File: src/core/ssp_pkg.sv
// shared constants, types and helpers of the serial slave ports
`default_nettype none
package ssp_pkg;
  localparam int CLK_HZ = 100_000_000;
  localparam int CLK_PERIOD_NS = 10;
  localparam int MS_NS = 1_000_000;
  localparam int MS_CYCLES = MS_NS / CLK_PERIOD_NS;
  localparam int OVS = 16;
  localparam logic [23:0] OVS_MOD = 24'(CLK_HZ / OVS);
  localparam int N_PORTS = 2;
  localparam int FIFO_DEPTH = 8;
  localparam int FIFO_W = 10;
  localparam logic [7:0] ADDR_BCAST = 8'h00;
  localparam logic [7:0] ADDR_MAX = 8'hfe;
  localparam logic [7:0] ADDR_DEF = 8'h01;
  localparam logic [2:0] BAUD_SEL_DEF = 3'h3;
  localparam logic [19:0] CUST_UNIT_BPS = 20'h00064;
  localparam logic [12:0] CUST_MIN = 13'h0001;
  localparam logic [12:0] CUST_MAX = 13'h1388;
  localparam logic [12:0] CUST_DEF = 13'h0060;
  localparam logic DATA8_DEF = 1'b0;
  localparam logic STOP2_DEF = 1'b0;
  localparam logic BINARY_DEF = 1'b0;
  localparam logic [11:0] DLY_DEF_MS = 12'h000;
  localparam logic [11:0] DLY_MAX_MS = 12'hbb8;
  localparam logic [11:0] TMO_DEF_MS = 12'h0c8;
  localparam logic [11:0] TMO_MAX_MS = 12'hbb8;
  localparam logic [7:0] ASCII_SOF = 8'h3a;
  localparam logic [7:0] ASCII_EOF = 8'h0a;
  localparam logic [9:0] GAP_TICKS = 10'h280;
  localparam logic [3:0] MID_SAMPLE = 4'h7;
  localparam logic [3:0] LAST_SAMPLE = 4'hf;
  localparam logic [2:0] LAST_BIT8 = 3'h7;
  localparam logic [2:0] LAST_BIT7 = 3'h6;

  typedef enum logic [1:0] {PAR_NONE = 2'b00, PAR_EVEN = 2'b01, PAR_ODD = 2'b10} ssp_parity_t;
  localparam ssp_parity_t PARITY_DEF = PAR_EVEN;
  typedef enum logic [2:0] {
    U_IDLE = 3'b000, U_START = 3'b001, U_DATA = 3'b010, U_PAR = 3'b011, U_STOP = 3'b100
  } ssp_uart_st_t;
  typedef enum logic [1:0] {F_IDLE = 2'b00, F_ADDR = 2'b01, F_BODY = 2'b10, F_SKIP = 2'b11} ssp_frame_st_t;
  typedef enum logic [1:0] {R_IDLE = 2'b00, R_DELAY = 2'b01, R_SEND = 2'b10, R_DROP = 2'b11} ssp_reply_st_t;

  function automatic logic [19:0] ssp_std_rate(input logic [2:0] sel);
    case (sel)
      3'h0: return 20'h004b0;
      3'h1: return 20'h00960;
      3'h2: return 20'h012c0;
      3'h3: return 20'h02580;
      3'h4: return 20'h04b00;
      3'h5: return 20'h09600;
      3'h6: return 20'h0e100;
      default: return 20'h1c200;
    endcase
  endfunction : ssp_std_rate

  // letters map by their low nibble, so either case works
  function automatic logic [3:0] ssp_hex(input logic [7:0] ch);
    logic [7:0] v;
    v = (ch >= 8'h41) ? ch - 8'h37 : ch - 8'h30;
    return v[3:0];
  endfunction : ssp_hex
endpackage : ssp_pkg
`default_nettype wire

File: src/core/ssp_fifo_if.sv
// handshake bundle between a port and its receive fifo
`default_nettype none
interface ssp_fifo_if #(parameter int W = 8);
  logic wr_valid;
  logic wr_ready;
  logic [W-1:0] wr_data;
  logic rd_valid;
  logic rd_ready;
  logic [W-1:0] rd_data;
  modport fifo (input wr_valid, input wr_data, input rd_ready, output wr_ready, output rd_valid, output rd_data);
  modport src (output wr_valid, output wr_data, input wr_ready);
  modport snk (input rd_valid, input rd_data, output rd_ready);
endinterface : ssp_fifo_if
`default_nettype wire

File: src/core/ssp_serial_ports.sv
// two rs485 slave ports: framing, addressing, reply delay, receive timeout
`default_nettype none
//
// Operation
// - two ports, each with own configuration
// - own station address must be 1..254
// - accept station zero and own address
// - run-transition start waits for stop-to-run
// - power-up start communicates right after reset
// - standard rate list, 9600 default
// - custom rate 1..5000 in 0.1 kbps
// - configurable framing, default 7E1 ASCII
// - reply delay 0..3000 ms before answer
// - receive timeout 0..3000 ms, default 200
// - port one indicator: line or card one
// - port two indicator: line or card two
module ssp_serial_ports
  import ssp_pkg::*;
#(
  parameter int MS_CYC = MS_CYCLES,
  parameter int DEPTH = FIFO_DEPTH
) (
  // clock and reset
  input wire logic clk_sys_i,
  input wire logic rst_n_i,
  // controller state
  input wire logic run_i,
  // per-port configuration
  input wire logic [N_PORTS-1:0][7:0] station_addr_i,
  input wire logic [N_PORTS-1:0] start_on_power_i,
  input wire logic [N_PORTS-1:0][2:0] baud_sel_i,
  input wire logic [N_PORTS-1:0] baud_custom_en_i,
  input wire logic [N_PORTS-1:0][12:0] baud_custom_i,
  input wire logic [N_PORTS-1:0] data_bits8_i,
  input wire logic [N_PORTS-1:0][1:0] parity_i,
  input wire logic [N_PORTS-1:0] stop_bits2_i,
  input wire logic [N_PORTS-1:0] proto_binary_i,
  input wire logic [N_PORTS-1:0][11:0] reply_dly_ms_i,
  input wire logic [N_PORTS-1:0][11:0] rx_tmo_ms_i,
  input wire logic [N_PORTS-1:0] led_card_sel_i,
  // expansion card status
  input wire logic expansion_card_one_stat_i,
  input wire logic expansion_card_two_stat_i,
  // rs485 line
  input wire logic [N_PORTS-1:0] rxd_i,
  output logic [N_PORTS-1:0] txd_o,
  output logic [N_PORTS-1:0] tx_oe_n_o,
  // received request body
  output logic [N_PORTS-1:0][7:0] rx_data_o,
  output logic [N_PORTS-1:0] rx_last_o,
  output logic [N_PORTS-1:0] rx_bcast_o,
  output logic [N_PORTS-1:0] rx_valid_o,
  input wire logic [N_PORTS-1:0] rx_ready_i,
  // reply bytes
  input wire logic [N_PORTS-1:0][7:0] tx_data_i,
  input wire logic [N_PORTS-1:0] tx_last_i,
  input wire logic [N_PORTS-1:0] tx_valid_i,
  output logic [N_PORTS-1:0] tx_ready_o,
  // status
  output logic [N_PORTS-1:0] active_o,
  output logic [N_PORTS-1:0] cfg_err_o,
  output logic [N_PORTS-1:0] rx_err_o,
  output logic [N_PORTS-1:0] rx_tmo_o,
  output logic [N_PORTS-1:0] rx_ovf_o,
  output logic [N_PORTS-1:0] led_o
);
  localparam int MSW = $clog2(MS_CYC + 1);
  logic [MSW-1:0] ms_cnt_reg, ms_cnt_next;
  logic ms_tick;
  logic run_d_reg, run_d_next;

  // shared millisecond base; first tick of a wait may be partial
  always_comb begin
    ms_tick = (ms_cnt_reg == MSW'(MS_CYC - 1));
    ms_cnt_next = ms_tick ? '0 : ms_cnt_reg + 1'b1;
    run_d_next = run_i;
  end

  always_ff @(posedge clk_sys_i) begin
    if (!rst_n_i) begin
      ms_cnt_reg <= '0;
      run_d_reg <= 1'b0;
    end else begin
      ms_cnt_reg <= ms_cnt_next;
      run_d_reg <= run_d_next;
    end
  end

  for (genvar c = 0; c < N_PORTS; c++) begin : g_port
    logic act_reg, act_next, cerr_reg, cerr_next, led_reg, led_next;
    logic [23:0] acc_reg, acc_next;
    logic [1:0] sync_reg, sync_next;
    logic [19:0] rate;
    logic tick16, rx_in, card_stat;
    logic [2:0] last_bit;

    assign card_stat = (c == 0) ? expansion_card_one_stat_i : expansion_card_two_stat_i;
    assign rx_in = sync_reg[1];
    assign last_bit = data_bits8_i[c] ? LAST_BIT8 : LAST_BIT7;

    // receive machine state
    ssp_uart_st_t rs_reg, rs_next;
    logic [3:0] rc_reg, rc_next;
    logic [2:0] rb_reg, rb_next;
    logic [7:0] rsh_reg, rsh_next, rbyte;
    logic rdone_reg, rdone_next, rerr_reg, rerr_next, rpe_reg, rpe_next;
    // frame state
    ssp_frame_st_t fs_reg, fs_next;
    logic [3:0] hi_reg, hi_next;
    logic hn_reg, hn_next, bc_reg, bc_next, pv_reg, pv_next;
    logic [7:0] pend_reg, pend_next, own;
    logic fl_reg, fl_next, ftmo_reg, ftmo_next, tmo_reg, tmo_next, ovf_reg, ovf_next;
    logic [9:0] gap_reg, gap_next;
    logic [11:0] tms_reg, tms_next;
    logic wr_v, wr_rdy, hit, arm;
    logic [FIFO_W-1:0] wr_d;
    // reply and transmit state
    ssp_reply_st_t ps_reg, ps_next;
    logic [11:0] dms_reg, dms_next;
    logic tx_rdy, send;
    ssp_uart_st_t ts_reg, ts_next;
    logic [3:0] tc_reg, tc_next;
    logic [2:0] tb_reg, tb_next;
    logic [7:0] tsh_reg, tsh_next;
    logic tpar_reg, tpar_next, txd_reg, txd_next, oen_reg, oen_next;

    // enable, configuration check, bit clock, line sync, indicator
    always_comb begin
      act_next = act_reg;
      if (start_on_power_i[c]) act_next = 1'b1;
      else if (run_i && !run_d_reg) act_next = 1'b1;
      else if (!run_i) act_next = 1'b0;
      cerr_next = (station_addr_i[c] == ADDR_BCAST) || (station_addr_i[c] > ADDR_MAX) ||
        (baud_custom_en_i[c] && (baud_custom_i[c] < CUST_MIN || baud_custom_i[c] > CUST_MAX));
      if (baud_custom_en_i[c]) rate = 20'(baud_custom_i[c]) * CUST_UNIT_BPS;
      else rate = ssp_std_rate(baud_sel_i[c]);
      // fractional accumulator avoids a divider for arbitrary rates
      acc_next = acc_reg + 24'(rate);
      tick16 = (acc_next >= OVS_MOD);
      if (tick16) acc_next = acc_next - OVS_MOD;
      sync_next = {sync_reg[0], rxd_i[c]};
      led_next = led_card_sel_i[c] ? card_stat : (rs_reg != U_IDLE || ts_reg != U_IDLE);
    end

    always_ff @(posedge clk_sys_i) begin
      if (!rst_n_i) begin
        act_reg <= 1'b0;
        cerr_reg <= 1'b0;
        acc_reg <= '0;
        sync_reg <= 2'h3;
        led_reg <= 1'b0;
      end else begin
        act_reg <= act_next;
        cerr_reg <= cerr_next;
        acc_reg <= acc_next;
        sync_reg <= sync_next;
        led_reg <= led_next;
      end
    end

    // character receiver, 16x oversampled
    always_comb begin
      rs_next = rs_reg;
      rc_next = rc_reg;
      rb_next = rb_reg;
      rsh_next = rsh_reg;
      rpe_next = rpe_reg;
      rdone_next = 1'b0;
      rerr_next = 1'b0;
      if (rs_reg == U_IDLE) begin
        rc_next = '0;
        if (!rx_in) rs_next = U_START;
      end else if (tick16) begin
        rc_next = rc_reg + 4'h1;
        case (rs_reg)
          U_START: if (rc_reg == MID_SAMPLE) begin
            rc_next = '0;
            rb_next = '0;
            rsh_next = '0;
            rpe_next = 1'b0;
            rs_next = rx_in ? U_IDLE : U_DATA;
          end
          U_DATA: if (rc_reg == LAST_SAMPLE) begin
            rsh_next = {rx_in, rsh_reg[7:1]};
            rb_next = rb_reg + 3'h1;
            if (rb_reg == last_bit) rs_next = (parity_i[c] == PAR_NONE) ? U_STOP : U_PAR;
          end
          U_PAR: if (rc_reg == LAST_SAMPLE) begin
            // unused low bit is zero, so it leaves the xor alone
            rpe_next = ^rsh_reg ^ rx_in ^ (parity_i[c] == PAR_ODD);
            rs_next = U_STOP;
          end
          U_STOP: if (rc_reg == LAST_SAMPLE) begin
            rs_next = U_IDLE;
            rdone_next = rx_in && !rpe_reg;
            rerr_next = !rx_in || rpe_reg;
          end
          default: rs_next = U_IDLE;
        endcase
      end
    end

    always_ff @(posedge clk_sys_i) begin
      if (!rst_n_i) begin
        rs_reg <= U_IDLE;
        rc_reg <= '0;
        rb_reg <= '0;
        rsh_reg <= '0;
        rpe_reg <= 1'b0;
        rdone_reg <= 1'b0;
        rerr_reg <= 1'b0;
      end else begin
        rs_reg <= rs_next;
        rc_reg <= rc_next;
        rb_reg <= rb_next;
        rsh_reg <= rsh_next;
        rpe_reg <= rpe_next;
        rdone_reg <= rdone_next;
        rerr_reg <= rerr_next;
      end
    end

    // framing, address filter, body into the fifo one byte late so the end can be marked
    always_comb begin
      fs_next = fs_reg;
      hi_next = hi_reg;
      hn_next = hn_reg;
      bc_next = bc_reg;
      pend_next = pend_reg;
      pv_next = pv_reg;
      gap_next = gap_reg;
      tms_next = tms_reg;
      fl_next = 1'b0;
      ftmo_next = 1'b0;
      tmo_next = 1'b0;
      arm = 1'b0;
      wr_v = 1'b0;
      wr_d = {bc_reg, 1'b0, pend_reg};
      rbyte = data_bits8_i[c] ? rsh_reg : {1'b0, rsh_reg[7:1]};
      own = proto_binary_i[c] ? rbyte : {hi_reg, ssp_hex(rbyte)};
      hit = (own == ADDR_BCAST) || (own == station_addr_i[c] && !cerr_reg);
      if (fl_reg) begin
        wr_v = pv_reg;
        wr_d = {bc_reg, 1'b1, pend_reg};
        pv_next = 1'b0;
        arm = !ftmo_reg;
      end
      if (rdone_reg) begin
        gap_next = '0;
        tms_next = '0;
        case (fs_reg)
          F_IDLE: if (proto_binary_i[c]) begin
            bc_next = (own == ADDR_BCAST);
            fs_next = hit ? F_BODY : F_SKIP;
          end else if (rbyte == ASCII_SOF) begin
            hn_next = 1'b0;
            fs_next = F_ADDR;
          end
          F_ADDR: if (!hn_reg) begin
            hi_next = ssp_hex(rbyte);
            hn_next = 1'b1;
          end else begin
            bc_next = (own == ADDR_BCAST);
            fs_next = hit ? F_BODY : F_SKIP;
          end
          F_BODY: begin
            wr_v = pv_reg;
            pend_next = rbyte;
            pv_next = 1'b1;
            if (!proto_binary_i[c] && rbyte == ASCII_EOF) begin
              fs_next = F_IDLE;
              fl_next = 1'b1;
            end
          end
          F_SKIP: if (!proto_binary_i[c] && rbyte == ASCII_EOF) fs_next = F_IDLE;
          default: fs_next = F_IDLE;
        endcase
      end else if (fs_reg != F_IDLE) begin
        if (tick16 && gap_reg != GAP_TICKS) gap_next = gap_reg + 10'h1;
        if (ms_tick) tms_next = tms_reg + 12'h1;
        if (rx_tmo_ms_i[c] != '0 && tms_reg >= rx_tmo_ms_i[c]) begin
          fs_next = F_IDLE;
          fl_next = (fs_reg == F_BODY);
          ftmo_next = 1'b1;
          tmo_next = 1'b1;
        end else if (proto_binary_i[c] && gap_reg == GAP_TICKS) begin
          fs_next = F_IDLE;
          fl_next = (fs_reg == F_BODY);
        end
      end
      if (!act_reg) fs_next = F_IDLE;
      // receive fifo cannot stall the line, so a full fifo loses the byte
      ovf_next = wr_v && !wr_rdy;
    end

    always_ff @(posedge clk_sys_i) begin
      if (!rst_n_i) begin
        fs_reg <= F_IDLE;
        hi_reg <= '0;
        hn_reg <= 1'b0;
        bc_reg <= 1'b0;
        pend_reg <= '0;
        pv_reg <= 1'b0;
        gap_reg <= '0;
        tms_reg <= '0;
        fl_reg <= 1'b0;
        ftmo_reg <= 1'b0;
        tmo_reg <= 1'b0;
        ovf_reg <= 1'b0;
      end else begin
        fs_reg <= fs_next;
        hi_reg <= hi_next;
        hn_reg <= hn_next;
        bc_reg <= bc_next;
        pend_reg <= pend_next;
        pv_reg <= pv_next;
        gap_reg <= gap_next;
        tms_reg <= tms_next;
        fl_reg <= fl_next;
        ftmo_reg <= ftmo_next;
        tmo_reg <= tmo_next;
        ovf_reg <= ovf_next;
      end
    end

    ssp_fifo_if #(.W(FIFO_W)) fq ();
    assign fq.wr_valid = wr_v;
    assign fq.wr_data = wr_d;
    assign wr_rdy = fq.wr_ready;
    assign fq.rd_ready = rx_ready_i[c];
    ssp_fifo #(.W(FIFO_W), .DEPTH(DEPTH)) u_fifo (
      .clk_sys_i(clk_sys_i),
      .rst_n_i(rst_n_i),
      .q(fq)
    );

    // reply sequencing; a new request aborts an unfinished reply
    always_comb begin
      ps_next = ps_reg;
      dms_next = dms_reg;
      tx_rdy = 1'b0;
      send = 1'b0;
      case (ps_reg)
        R_IDLE: ps_next = R_IDLE;
        R_DELAY: begin
          if (ms_tick) dms_next = dms_reg + 12'h1;
          if (dms_reg >= reply_dly_ms_i[c]) ps_next = R_SEND;
        end
        R_SEND: begin
          tx_rdy = (ts_reg == U_IDLE);
          send = tx_valid_i[c] && tx_rdy;
          if (send && tx_last_i[c]) ps_next = R_IDLE;
        end
        R_DROP: begin
          tx_rdy = 1'b1;
          if (tx_valid_i[c] && tx_last_i[c]) ps_next = R_IDLE;
        end
        default: ps_next = R_IDLE;
      endcase
      if (arm) begin
        dms_next = '0;
        ps_next = bc_reg ? R_DROP : R_DELAY;
      end
      if (!act_reg) ps_next = R_IDLE;
    end

    always_ff @(posedge clk_sys_i) begin
      if (!rst_n_i) begin
        ps_reg <= R_IDLE;
        dms_reg <= '0;
      end else begin
        ps_reg <= ps_next;
        dms_reg <= dms_next;
      end
    end

    // character transmitter
    always_comb begin
      ts_next = ts_reg;
      tc_next = tc_reg;
      tb_next = tb_reg;
      tsh_next = tsh_reg;
      tpar_next = tpar_reg;
      txd_next = txd_reg;
      if (ts_reg == U_IDLE) begin
        tc_next = '0;
        txd_next = 1'b1;
        if (send) begin
          ts_next = U_START;
          txd_next = 1'b0;
          tsh_next = tx_data_i[c];
          tb_next = '0;
          tpar_next = (parity_i[c] == PAR_ODD);
        end
      end else if (tick16) begin
        tc_next = tc_reg + 4'h1;
        if (tc_reg == LAST_SAMPLE) begin
          case (ts_reg)
            U_START: begin
              ts_next = U_DATA;
              txd_next = tsh_reg[0];
              tpar_next = tpar_reg ^ tsh_reg[0];
              tsh_next = tsh_reg >> 1;
            end
            U_DATA: if (tb_reg == last_bit) begin
              ts_next = (parity_i[c] == PAR_NONE) ? U_STOP : U_PAR;
              txd_next = (parity_i[c] == PAR_NONE) ? 1'b1 : tpar_reg;
              tb_next = '0;
            end else begin
              tb_next = tb_reg + 3'h1;
              txd_next = tsh_reg[0];
              tpar_next = tpar_reg ^ tsh_reg[0];
              tsh_next = tsh_reg >> 1;
            end
            U_PAR: begin
              ts_next = U_STOP;
              txd_next = 1'b1;
            end
            U_STOP: begin
              tb_next = tb_reg + 3'h1;
              if (tb_reg == {2'b00, stop_bits2_i[c]}) ts_next = U_IDLE;
            end
            default: ts_next = U_IDLE;
          endcase
        end
      end
      oen_next = (ts_next == U_IDLE);
    end

    always_ff @(posedge clk_sys_i) begin
      if (!rst_n_i) begin
        ts_reg <= U_IDLE;
        tc_reg <= '0;
        tb_reg <= '0;
        tsh_reg <= '0;
        tpar_reg <= 1'b0;
        txd_reg <= 1'b1;
        oen_reg <= 1'b1;
      end else begin
        ts_reg <= ts_next;
        tc_reg <= tc_next;
        tb_reg <= tb_next;
        tsh_reg <= tsh_next;
        tpar_reg <= tpar_next;
        txd_reg <= txd_next;
        oen_reg <= oen_next;
      end
    end

    assign txd_o[c] = txd_reg;
    assign tx_oe_n_o[c] = oen_reg;
    assign rx_valid_o[c] = fq.rd_valid;
    assign rx_bcast_o[c] = fq.rd_data[9];
    assign rx_last_o[c] = fq.rd_data[8];
    assign rx_data_o[c] = fq.rd_data[7:0];
    assign tx_ready_o[c] = tx_rdy;
    assign active_o[c] = act_reg;
    assign cfg_err_o[c] = cerr_reg;
    assign rx_err_o[c] = rerr_reg;
    assign rx_tmo_o[c] = tmo_reg;
    assign rx_ovf_o[c] = ovf_reg;
    assign led_o[c] = led_reg;
  end
endmodule : ssp_serial_ports
`default_nettype wire

File: src/core/ssp_fifo.sv
// small synchronous fifo with valid/ready on both sides
`default_nettype none
module ssp_fifo #(
  parameter int W = 8,
  parameter int DEPTH = 8
) (
  // clock and reset
  input wire logic clk_sys_i,
  input wire logic rst_n_i,
  // fill and drain sides
  ssp_fifo_if.fifo q
);
  localparam int AW = $clog2(DEPTH);
  logic [W-1:0] mem_reg [DEPTH];
  logic [W-1:0] mem_next [DEPTH];
  logic [AW-1:0] wp_reg, wp_next, rp_reg, rp_next;
  logic [AW:0] cnt_reg, cnt_next;
  logic push, pop;

  always_comb begin
    q.wr_ready = (cnt_reg != (AW+1)'(DEPTH));
    q.rd_valid = (cnt_reg != '0);
    q.rd_data = mem_reg[rp_reg];
    push = q.wr_valid && q.wr_ready;
    pop = q.rd_valid && q.rd_ready;
    mem_next = mem_reg;
    wp_next = wp_reg;
    rp_next = rp_reg;
    if (push) begin
      mem_next[wp_reg] = q.wr_data;
      wp_next = (wp_reg == AW'(DEPTH - 1)) ? '0 : wp_reg + 1'b1;
    end
    if (pop) begin
      rp_next = (rp_reg == AW'(DEPTH - 1)) ? '0 : rp_reg + 1'b1;
    end
    cnt_next = cnt_reg + (AW+1)'(push) - (AW+1)'(pop);
  end

  always_ff @(posedge clk_sys_i) begin
    if (!rst_n_i) begin
      mem_reg <= '{default: '0};
      wp_reg <= '0;
      rp_reg <= '0;
      cnt_reg <= '0;
    end else begin
      mem_reg <= mem_next;
      wp_reg <= wp_next;
      rp_reg <= rp_next;
      cnt_reg <= cnt_next;
    end
  end
endmodule : ssp_fifo
`default_nettype wire

File: config.mk
export PLATFORM = sky130hd
export DESIGN_NAME = ssp_serial_ports
export DESIGN_NICKNAME = d
export VERILOG_FILES = /design/src/core/ssp_pkg.sv /design/src/core/ssp_fifo_if.sv /design/src/core/ssp_serial_ports.sv /design/src/core/ssp_fifo.sv
export SDC_FILE = /design/constraint.sdc
export NUM_CORES = 1
export LEC_CHECK = 0
export BUFFER_PORTS_ARGS = -buffer_cell sky130_fd_sc_hd__buf_2
export CORE_MARGIN = 2
export CORE_UTILIZATION = 60
export DETAILED_ROUTE_END_ITERATION = 6
export PLACE_DENSITY_LB_ADDON = 0.05
export SLEW_MARGIN = 20
export SYNTH_ARGS = -nofsm -noshare
export SYNTH_HDL_FRONTEND = slang
export SYNTH_SLANG_ARGS = --single-unit
File: constraint.sdc
create_clock -name clk_sys_i -period 14.4 [get_ports clk_sys_i]
set_clock_uncertainty 0.2 [all_clocks]
set_input_delay 2.88 -clock clk_sys_i [delete_from_list [all_inputs] [get_ports clk_sys_i]]
set_output_delay 2.88 -clock clk_sys_i [all_outputs]
set_load 0.1 [all_outputs]
==> results of run 1 <==
==> cells by family after synthesis <==
logic type	synth area share
buf+inv	0.0526
simple gates	0.197
flops	0.314
fa+ha+maj	0.127
compound gates	0.130
mux	0.115
xor+xnor	0.0641
==> stage by stage <==
step	total power [uW]	setup WS, ns	utilization	cells
floorplan	2430	5.36	-	3344
global placement	2670	4.51	0.635	3972
detailed placement	2700	4.25	0.635	3972
CTS	3970	4.87	0.669	4059
global route	4200	4.17	0.670	4059
finish	3960	4.82	0.670	4061
==> power by group <==
part	internal [uW]	switching, uW	leakage, uW
Combinational	528	839	0.00886
Clock	741	521	0.000802
Sequential	1290	36.6	0.00362
==> worst reg2reg max path, cell delays in order, from the launching register on <==
cell and delay, ns:
dfxtp_1 0.30, ha_1 0.22, fa_1 0.44, a211oi_4 0.37
o21ai_1 0.16, a31oi_1 0.47, xnor2_2 0.24, a21boi_1 0.27
a22oi_2 0.10, a2111oi_4 0.41, o21ai_2 0.26, buf_4 0.27
a21boi_1 0.83, nor2_1 0.08, a311oi_1 0.28
==> area by class of cell <==
| cell class | instances | area share |
|---|---|---|
| Sequential cell | 448 | 0.286 |
| Antenna cell | 2 | 0.000160 |
| Timing Repair Buffer | 206 | 0.0351 |
| Multi-Input combinational cell | 2522 | 0.579 |
| Clock inverter | 22 | 0.00819 |
| Tap cell | 607 | 0.0243 |
| Inverter | 189 | 0.0229 |
| Clock buffer | 65 | 0.0436 |
==> worst min-delay path by stage <==
| stage | start | endpoint | slack [ns] | cells past startpoint |
|---|---|---|---|---|
| 4_1_cts | g_port[1].sync_reg[0]$_SDFF_PN1_ | g_port[1].sync_reg[1]$_SDFF_PN1_ | 0.23 | 1 |
| 5_1_grt | g_port[1].sync_reg[0]$_SDFF_PN1_ | g_port[1].sync_reg[1]$_SDFF_PN1_ | 0.23 | 1 |
| 3_3_place_gp | g_port[1].sync_reg[0]$_SDFF_PN1_ | g_port[1].sync_reg[1]$_SDFF_PN1_ | 0.20 | 1 |
| 2_1_floorplan | g_port[0].sync_reg[0]$_SDFF_PN1_ | g_port[0].sync_reg[1]$_SDFF_PN1_ | 0.19 | 1 |
| 3_5_place_dp | g_port[1].sync_reg[0]$_SDFF_PN1_ | g_port[1].sync_reg[1]$_SDFF_PN1_ | 0.20 | 1 |
| 6_report | g_port[1].sync_reg[0]$_SDFF_PN1_ | g_port[1].sync_reg[1]$_SDFF_PN1_ | 0.22 | 1 |
==> layer usage <==
metal / share of wire / routed length [um]
met1: 0.46 / 30800
met2: 0.47 / 31200
met3: 0.048 / 3200
met4: 0.027 / 1810
met5: 0.00018 / 12
==> cell usage in the layout, fill, tap and decap left out, drive strengths merged, types with 40 or more instances in the layout <==
| cell type | n |
|---|---|
| inv | 192 |
| buf | 206 |
| nand3 | 75 |
| nand2b | 45 |
| nand2 | 244 |
| o21ai | 118 |
| ha | 257 |
| nor2 | 484 |
| mux4 | 40 |
| dfxtp | 448 |
| a21oi | 177 |
| a211oi | 41 |
| a21o | 46 |
| nand4 | 51 |
| mux2i | 210 |
| nor3 | 74 |
| xnor2 | 113 |
| clkbuf | 65 |
| xor2 | 95 |
==> impl_results.md, run 1 <==
- Inserted Clock Buffers: 48
- CP Buf/Inv Count: 4
- Post-synth top area cell: dfxtp_1
- Syn. warnings: 0
- Area grow syn2layout: 9.63%
- ANT nets after route: 0
- Num Clock Sinks: 448
- Layout cells sized above 1: 0.114
- Ys flop type: dfxtp_1
- Critical Path Stages: 31
- CTS tree: yes
- Clk Latency, worst-skew pair: 0.59 ns
- Fin. max-slew vios: 0
- Setup TNS: 0 ns
- Worst-Margin Slew: 1.11 ns
- Most common cell in the synthesized netlist: nor2_1
- Area of the multi-input gates: 18100 um2
- H-tree Lvls: 2
- Crit-path max cell delay: 0.46 ns
- Synth top area cells: dfxtp_1 31%, ha_1 11%, mux2i_1 7.4%, nor2_1 6.4%, xnor2_1 3.4%
- Mean area per synthesized cell: 8.54 um2
- Sequential Area: 8970 um2
- Worst R2R Start: g_port[0].acc_reg[2]$_SDFF_PN0_
- Final instance area: 31300 um2
- Routability cong.: 0.895
- Worst path slowest cell: fa_1
- Yosys cell types: 92
- DRC viols: 0
- Vias: 23700
- FF+latch count, synth: 448
- RR Endpoint: g_port[0].tsh_reg[0]$_SDFFE_PN0P_
- Met1 Usage GRT: 0.352
- P per Cell Area: 126 nW/um2
- Final number of setup-violating endpoints: 0
- Hold Fails Final Rpt: 0
- WHS: 0.217 ns
- Max clock buf depth: 3
- Slew Limit Headroom: 0.262
- Die Wd: 222 um
- Total congestion overflow: 0
- Routed wire length: 67.0 mm
- Arr. time, crit path: 9.90 ns
- Met2 Use GR: 0.463
- IO Port Bufs: 180
- Worst setup SP type: input pin
- VDD IR max: 91.4 uV
- Most used routing layer: met2
- Reg2Reg Setup Slack: 9.40 ns
- Clock transition at path regs: 0.06 ns
- Max-Cap Viols: 0
- Hold crit path type: reg2reg
- Global-route wire length before repair: 112 mm
- Post-DP Area: 29700 um2
- Core Area: 46800 um2
- Root Buffer: clkbuf_16
- Routed vias/inst: 5.83
- RSZ-0062 raised after global routing: no
- Post-Syn Area: 28600 um2
- Worst setup startpoint: baud_custom_i[15]
- GR Util met3: 0.0394
- Die H: 222 um
- WP data required: 14.72 ns
- Drt wl/cell: 16.5 um
- Critical path endpoint category: register
- Syn Inst Count: 3344
- P_leak: 0.0133 uW
- Final nets: 3833
- Status: finished, final reports clean
- Fmax: 104 MHz
- Largest net degree at the start of global routing: 113
- Hold-fix buffers, CTS: 0
- DIE AREA: 49400 um2
- Share of the synthesized area in the top cell type: 0.314
- IO Count: 181
- Asr flop ratio synth: 0
- Initial antenna violation count: 4
- Largest register FFs: 160
- Drt pass-1 iters: 5
- CP endpoint: g_port[1].tb_reg[2]$_SDFFE_PN0P_
- Post-CTS Resized: 0
- Crit share post-route: 0.665
- Register area share after synthesis: 0.314
- Crit Path Max Fanout: 31
- Crit path time final: 9.58 ns
- Final HPWL DP: 49.0 mm
- # rows: 79
- Fillers: 3819
- DR iter-0 viols: 1440
- CP top delay family: compound AO/OA/AOI/OAI gates
- Starting Density: 0.611
- Vias in the first global route: 23000
- Depth of the worst register-to-register path: 14
- Syn nets: 3762
- Setup repair bufs after CTS: 0
- Post-synth EDFFs: 0
- Crit path kind: in2reg
- All-Layer GR Usage: 0.270
- Commonest cells in the netlist: 484 x nor2_1, 448 x dfxtp_1, 257 x ha_1
Power figures use the tool's default switching activity.
==> run 2: changes to the inputs <==
--- a/config.mk
+++ b/config.mk
@@ -5,6 +5,7 @@
 export SDC_FILE = /design/constraint.sdc
 export NUM_CORES = 1
 export LEC_CHECK = 0
+export ABC_AREA = 1
 export BUFFER_PORTS_ARGS = -buffer_cell sky130_fd_sc_hd__buf_2
 export CORE_MARGIN = 2
 export CORE_UTILIZATION = 60
==> constraint.sdc (replaced) <==
create_clock -name clk_sys_i -period 9.8 [get_ports clk_sys_i]
set_clock_uncertainty 0.2 [all_clocks]
set_input_delay 1.96 -clock clk_sys_i [delete_from_list [all_inputs] [get_ports clk_sys_i]]
set_output_delay 1.96 -clock clk_sys_i [all_outputs]
set_load 0.1 [all_outputs]
==> impl_results.md, run 2 <==
- IO Port Bufs: 180
- CP top delay family: simple AND/OR/NAND/NOR gates
- Area of the multi-input gates: 17600 um2
- DR iter-0 viols: 2131
- Share of the synthesized area in the top cell type: 0.300
- Final number of setup-violating endpoints: 0
- Setup repair bufs after CTS: 0
- Post-Syn Area: 29900 um2
- Routed wire length: 75.3 mm
- Register area share after synthesis: 0.300
- Commonest cells in the netlist: 903 x nand2_1, 646 x inv_1, 484 x nor2_1
- Core Area: 49100 um2
- RSZ-0062 raised after global routing: no
- Fillers: 4653
- WHS: 0.217 ns
- Hold Fails Final Rpt: 0
- Mean area per synthesized cell: 6.61 um2
- Clock transition at path regs: 0.06 ns
- # rows: 81
- Hold-fix buffers, CTS: 0
- H-tree Lvls: 2
- Drt wl/cell: 14.2 um
- DRC viols: 0
- Layout cells sized above 1: 0.0786
- Crit Path Max Fanout: 31
- Largest net degree at the start of global routing: 85
- Area grow syn2layout: 8.55%
- Drt pass-1 iters: 5
- Ys flop type: dfxtp_1
- Hold crit path type: reg2reg
- P per Cell Area: 199 nW/um2
- Root Buffer: clkbuf_16
- Final nets: 5015
- All-Layer GR Usage: 0.288
- VDD IR max: 145 uV
- Num Clock Sinks: 448
- Post-synth EDFFs: 0
- Synth top area cells: dfxtp_1 30%, nand2_1 11%, ha_1 11%, inv_1 8.1%, a21oi_1 7.8%
- Max-Cap Viols: 0
- Worst-Margin Slew: 1.07 ns
- Global-route wire length before repair: 123 mm
- Slew Limit Headroom: 0.270
- Syn nets: 4936
- FF+latch count, synth: 448
- DIE AREA: 51600 um2
- CP Buf/Inv Count: 9
- Power, Total: 6450 uW
- Fmax: 131 MHz
- Sequential Area: 8970 um2
- Clk Latency, worst-skew pair: 0.58 ns
- Syn Inst Count: 4518
- Fin. max-slew vios: 0
- Largest register FFs: 160
- Crit-path max cell delay: 0.49 ns
- Status: finished, final reports clean
- Die Wd: 227 um
- Total congestion overflow: 0
- Crit path kind: in2reg
- Most common cell on crit path: nand2_1
- Vias: 28600
- Routed vias/inst: 5.40
- Inserted Clock Buffers: 49
- Starting Density: 0.609
- WP data required: 10.10 ns
- IO Count: 181
- Most common cell in the synthesized netlist: nand2_1
- Crit path time final: 7.64 ns
- Worst path slowest cell: fa_1
- Routability cong.: 0.932
- Final HPWL DP: 56.2 mm
- Worst setup SP type: input pin
- P_leak: 0.0150 uW
- Most common cell after layout, fill and taps aside: nand2_1
- CTS tree: yes
- Post-synth top area cell: dfxtp_1
- Setup TNS: 0 ns
- Post-CTS Resized: 0
- Die H: 227 um
- Vias in the first global route: 25300
- Yosys cell types: 65
- Syn. warnings: 0
- Crit share post-route: 0.780
- Arr. time, crit path: 7.95 ns
- Max clock buf depth: 3
- Highest-count cells in the layout ignoring fill and taps: 903 x nand2_1, 646 x inv_1, 484 x nor2_1
- Initial antenna violation count: 4
- Asr flop ratio synth: 0
- ANT nets after route: 0
- Critical path endpoint category: register
run 2: cell families after synthesis:
| logic type | count (synthesis) | share of synthesized area |
|---|---|---|
| AO/OA/AOI/OAI | 981 | 0.174 |
| XOR/XNOR | 79 | 0.0232 |
| adder cells (fa/ha/maj) | 277 | 0.121 |
| buffers and inverters | 841 | 0.111 |
| flip-flops | 448 | 0.300 |
| AND/OR/NAND/NOR | 1892 | 0.270 |
run 2: cell type report:
cell class	count	area share
Clock inverter	14	0.00332
Timing Repair Buffer	193	0.0310
Clock buffer	70	0.0427
Antenna cell	1	0.0000772
Multi-Input combinational cell	3229	0.542
Inverter	676	0.0784
Sequential cell	448	0.277
Tap cell	664	0.0256
run 2: per-stage QoR:
step                      cells  setup slack, ns  utilization  area, um2
after global placement     5210             1.76        0.630      30900
after detailed placement   5210             1.62        0.630      30900
after CTS                  5294             2.22        0.661      32400
after global routing       5294             1.49        0.661      32400
after floorplan            4518             2.85            -      29900
final                      5295             2.16        0.661      32400
run 2: routing by layer:
layer	track usage	wire length [um]	part of all wire
met1	0.411	36300	0.48
met2	0.456	32800	0.44
met3	0.0409	4520	0.060
met4	0.0744	1570	0.021
met5	0	39	0.00052
run 2: path summary, 6_finish.rpt:
| check | startpoint | endpoint | slack (ns) | cells after the start |
|---|---|---|---|---|
| worst max-delay path | baud_custom_i[6] | g_port[0].gap_reg[4]$_SDFFE_PP0P_ | 2.16 | 38 |
| worst min-delay path | g_port[1].sync_reg[0]$_SDFF_PN1_ | g_port[1].sync_reg[1]$_SDFF_PN1_ | 0.22 | 1 |
| worst max register to register | g_port[1].fs_reg[1]$_SDFFE_PN0P_ | g_port[1].u_fifo.mem_reg[12]$_SDFFE_PN0P_ | 5.78 | 9 |
| worst min register to register | g_port[1].sync_reg[0]$_SDFF_PN1_ | g_port[1].sync_reg[1]$_SDFF_PN1_ | 0.22 | 1 |
run 2: power by group:
part,total [uW],internal [uW],switching [uW]
combinational,2700,754,1950
sequential,1990,1910,78.8
clock,1760,1000,753
total,6450,3670,2780
==> run 3: changes to the inputs <==
--- a/config.mk
+++ b/config.mk
@@ -8,7 +8,7 @@
 export ABC_AREA = 1
 export BUFFER_PORTS_ARGS = -buffer_cell sky130_fd_sc_hd__buf_2
 export CORE_MARGIN = 2
-export CORE_UTILIZATION = 60
+export CORE_UTILIZATION = 56
 export DETAILED_ROUTE_END_ITERATION = 6
 export PLACE_DENSITY_LB_ADDON = 0.05
 export SLEW_MARGIN = 20
==> constraint.sdc (replaced) <==
create_clock -name clk_sys_i -period 6.2 [get_ports clk_sys_i]
set_clock_uncertainty 0.2 [all_clocks]
set_input_delay 1.24 -clock clk_sys_i [delete_from_list [all_inputs] [get_ports clk_sys_i]]
set_output_delay 1.24 -clock clk_sys_i [all_outputs]
set_load 0.1 [all_outputs]
==> impl_results.md, run 3 (synthesis results as in run 2) <==
- Status: finished, final reports clean
- Routability cong.: 0.931
- Hold crit path type: reg2reg
- Drt wl/cell: 14.6 um
- Fmax: 166 MHz
- Pre-CTS setup slack: -0.650 ns
- Worst setup SP type: input pin
- IO Count: 181
- Fin. max-slew vios: 0
- Die H: 235 um
- Reg2Reg Setup Slack: 2.22 ns
- P per Cell Area: 326 nW/um2
- DRC viols: 0
- H-tree Lvls: 2
- Crit path kind: in2reg
- Hold Fails Final Rpt: 0
- Worst-Margin Slew: 1.08 ns
- IO Port Bufs: 180
- Most common cell on crit path: nand2_1
- Starting Density: 0.567
- Largest register FFs: 160
- Die Wd: 235 um
- VDD IR max: 316 uV
- Depth of the worst register-to-register path: 9
- Final nets: 5254
- Worst hold start: g_port[1].sync_reg[0]$_SDFF_PN1_
- Crit-path max cell delay: 0.50 ns
- Arr. time, crit path: 6.29 ns
- Max clock buf depth: 3
- Hold depth: 1
- Final number of setup-violating endpoints: 0
- Slew Limit Headroom: 0.272
- Routed wire length: 81.2 mm
- Worst hold path endpoint: g_port[1].sync_reg[1]$_SDFF_PN1_
- WP data required: 6.47 ns
- Most common cell after layout, fill and taps aside: nand2_1
- DIE AREA: 55200 um2
- Vias: 29600
- Clk Latency, worst-skew pair: 0.59 ns
- Highest-count cells in the layout ignoring fill and taps: 838 x nand2_1, 609 x inv_1, 459 x nor2_1
- Vias in the first global route: 27100
- RSZ-0062 raised after global routing: yes
- Total congestion overflow: 0
- Crit share post-route: 0.971
- Final instance area: 35800 um2
- Post-DP Area: 32500 um2
- Final setup margin: 0.179 ns
- Routed vias/inst: 5.33
- DR iter-0 viols: 1934
- Setup TNS: 0 ns
- Max-Cap Viols: 0
- Num Clock Sinks: 448
- ANT nets after route: 0
- Worst path slowest cell: fa_1
- P_leak: 0.0164 uW
- Layout cells sized above 1: 0.175
- Critical path endpoint category: register
- Drt pass-1 iters: 6
- Initial antenna violation count: 5
- Placed cells: 5441
- Final HPWL DP: 58.9 mm
- Worst setup startpoint: baud_custom_i[6]
- Area grow syn2layout: 20.0%
- Non-Filler Instances: 5564
- Clock transition at path regs: 0.06 ns
- Global-route wire length before repair: 131 mm
- Root Buffer: clkbuf_16
- Largest net degree at the start of global routing: 90
- CTS tree: yes
- Inserted Clock Buffers: 50
- Worst R2R Start: g_port[1].fs_reg[1]$_SDFFE_PN0P_
- RR Endpoint: g_port[1].u_fifo.mem_reg[18]$_SDFFE_PN0P_
- All-Layer GR Usage: 0.280
- Crit path time final: 6.02 ns
- # rows: 84
- Crit Path Max Fanout: 7
- Fillers: 4756
- Core Area: 52700 um2
## run 3: worst max path at each step
stage | end | slack [ns] | cells after the start
4_1_cts | g_port[0].gap_reg[1]$_SDFFE_PP0P_ | 0.02 | 39
3_3_place_gp | g_port[1].acc_reg[17]$_SDFF_PN0_ | -0.56 | 35
2_1_floorplan | g_port[0].acc_reg[14]$_SDFF_PN0_ | 0.02 | 39
3_5_place_dp | g_port[0].acc_reg[16]$_SDFF_PN0_ | -0.65 | 41
5_1_grt | g_port[1].acc_reg[17]$_SDFF_PN0_ | -0.15 | 35
6_report | g_port[0].rc_reg[3]$_SDFFE_PP0N_ | 0.18 | 36
## run 3: layer usage
layer | vias to the layer above | GRT usage | share of wire
met5 | - | 0 | 0.00042
met4 | 6 | 0.0713 | 0.022
met3 | 102 | 0.0340 | 0.055
met2 | 704 | 0.457 | 0.45
met1 | 13500 | 0.392 | 0.47
li1 | 15400 | - | -
## run 3: layout make-up
| cell class | instances | area, um2 | share of cell area |
|---|---|---|---|
| Tap cell | 688 | 861 | 0.0240 |
| Multi-Input combinational cell | 3230 | 18800 | 0.524 |
| Antenna cell | 3 | 7.51 | 0.000209 |
| Timing Repair Buffer | 430 | 2920 | 0.0814 |
| Clock inverter | 16 | 236 | 0.00660 |
| Clock buffer | 73 | 1500 | 0.0418 |
| Inverter | 676 | 2560 | 0.0715 |
| Sequential cell | 448 | 8970 | 0.250 |
## run 3: critical path, delay by kind of cell
family	cells	cell delay, ns
adders and majority gates	5	1.51
AOI/OAI and AO/OA	5	0.72
and+or+nand+nor	16	1.49
xor gates and xnor gates	2	0.32
buffers and inverters	8	0.97
## run 3: where the power goes
group | total [uW] | internal [uW] | switching (uW)
sequential | 3170 | 3020 | 146
clock | 3130 | 1880 | 1240
combinational | 5400 | 1930 | 3470
total | 11700 | 6840 | 4860
## run 3: per-stage QoR
| stage | power (uW) | hold slack (ns) | util |
|---|---|---|---|
| after global placement | 8070 | 0.204 | 0.618 |
| after floorplan | 6550 | 0.193 | - |
| after CTS | 11300 | 0.220 | 0.651 |
| final | 11700 | 0.219 | 0.681 |
| after detailed placement | 8110 | 0.213 | 0.618 |
| after global routing | 12400 | 0.226 | 0.681 |
## run 3: timing repair
action,4_1_cts,5_1_grt
hold buffers,0,0
cloned,0,3
buffers inserted,0,29
endpoints found under the setup margin,17,144
gates resized for setup,5,337
pin swaps,2,146
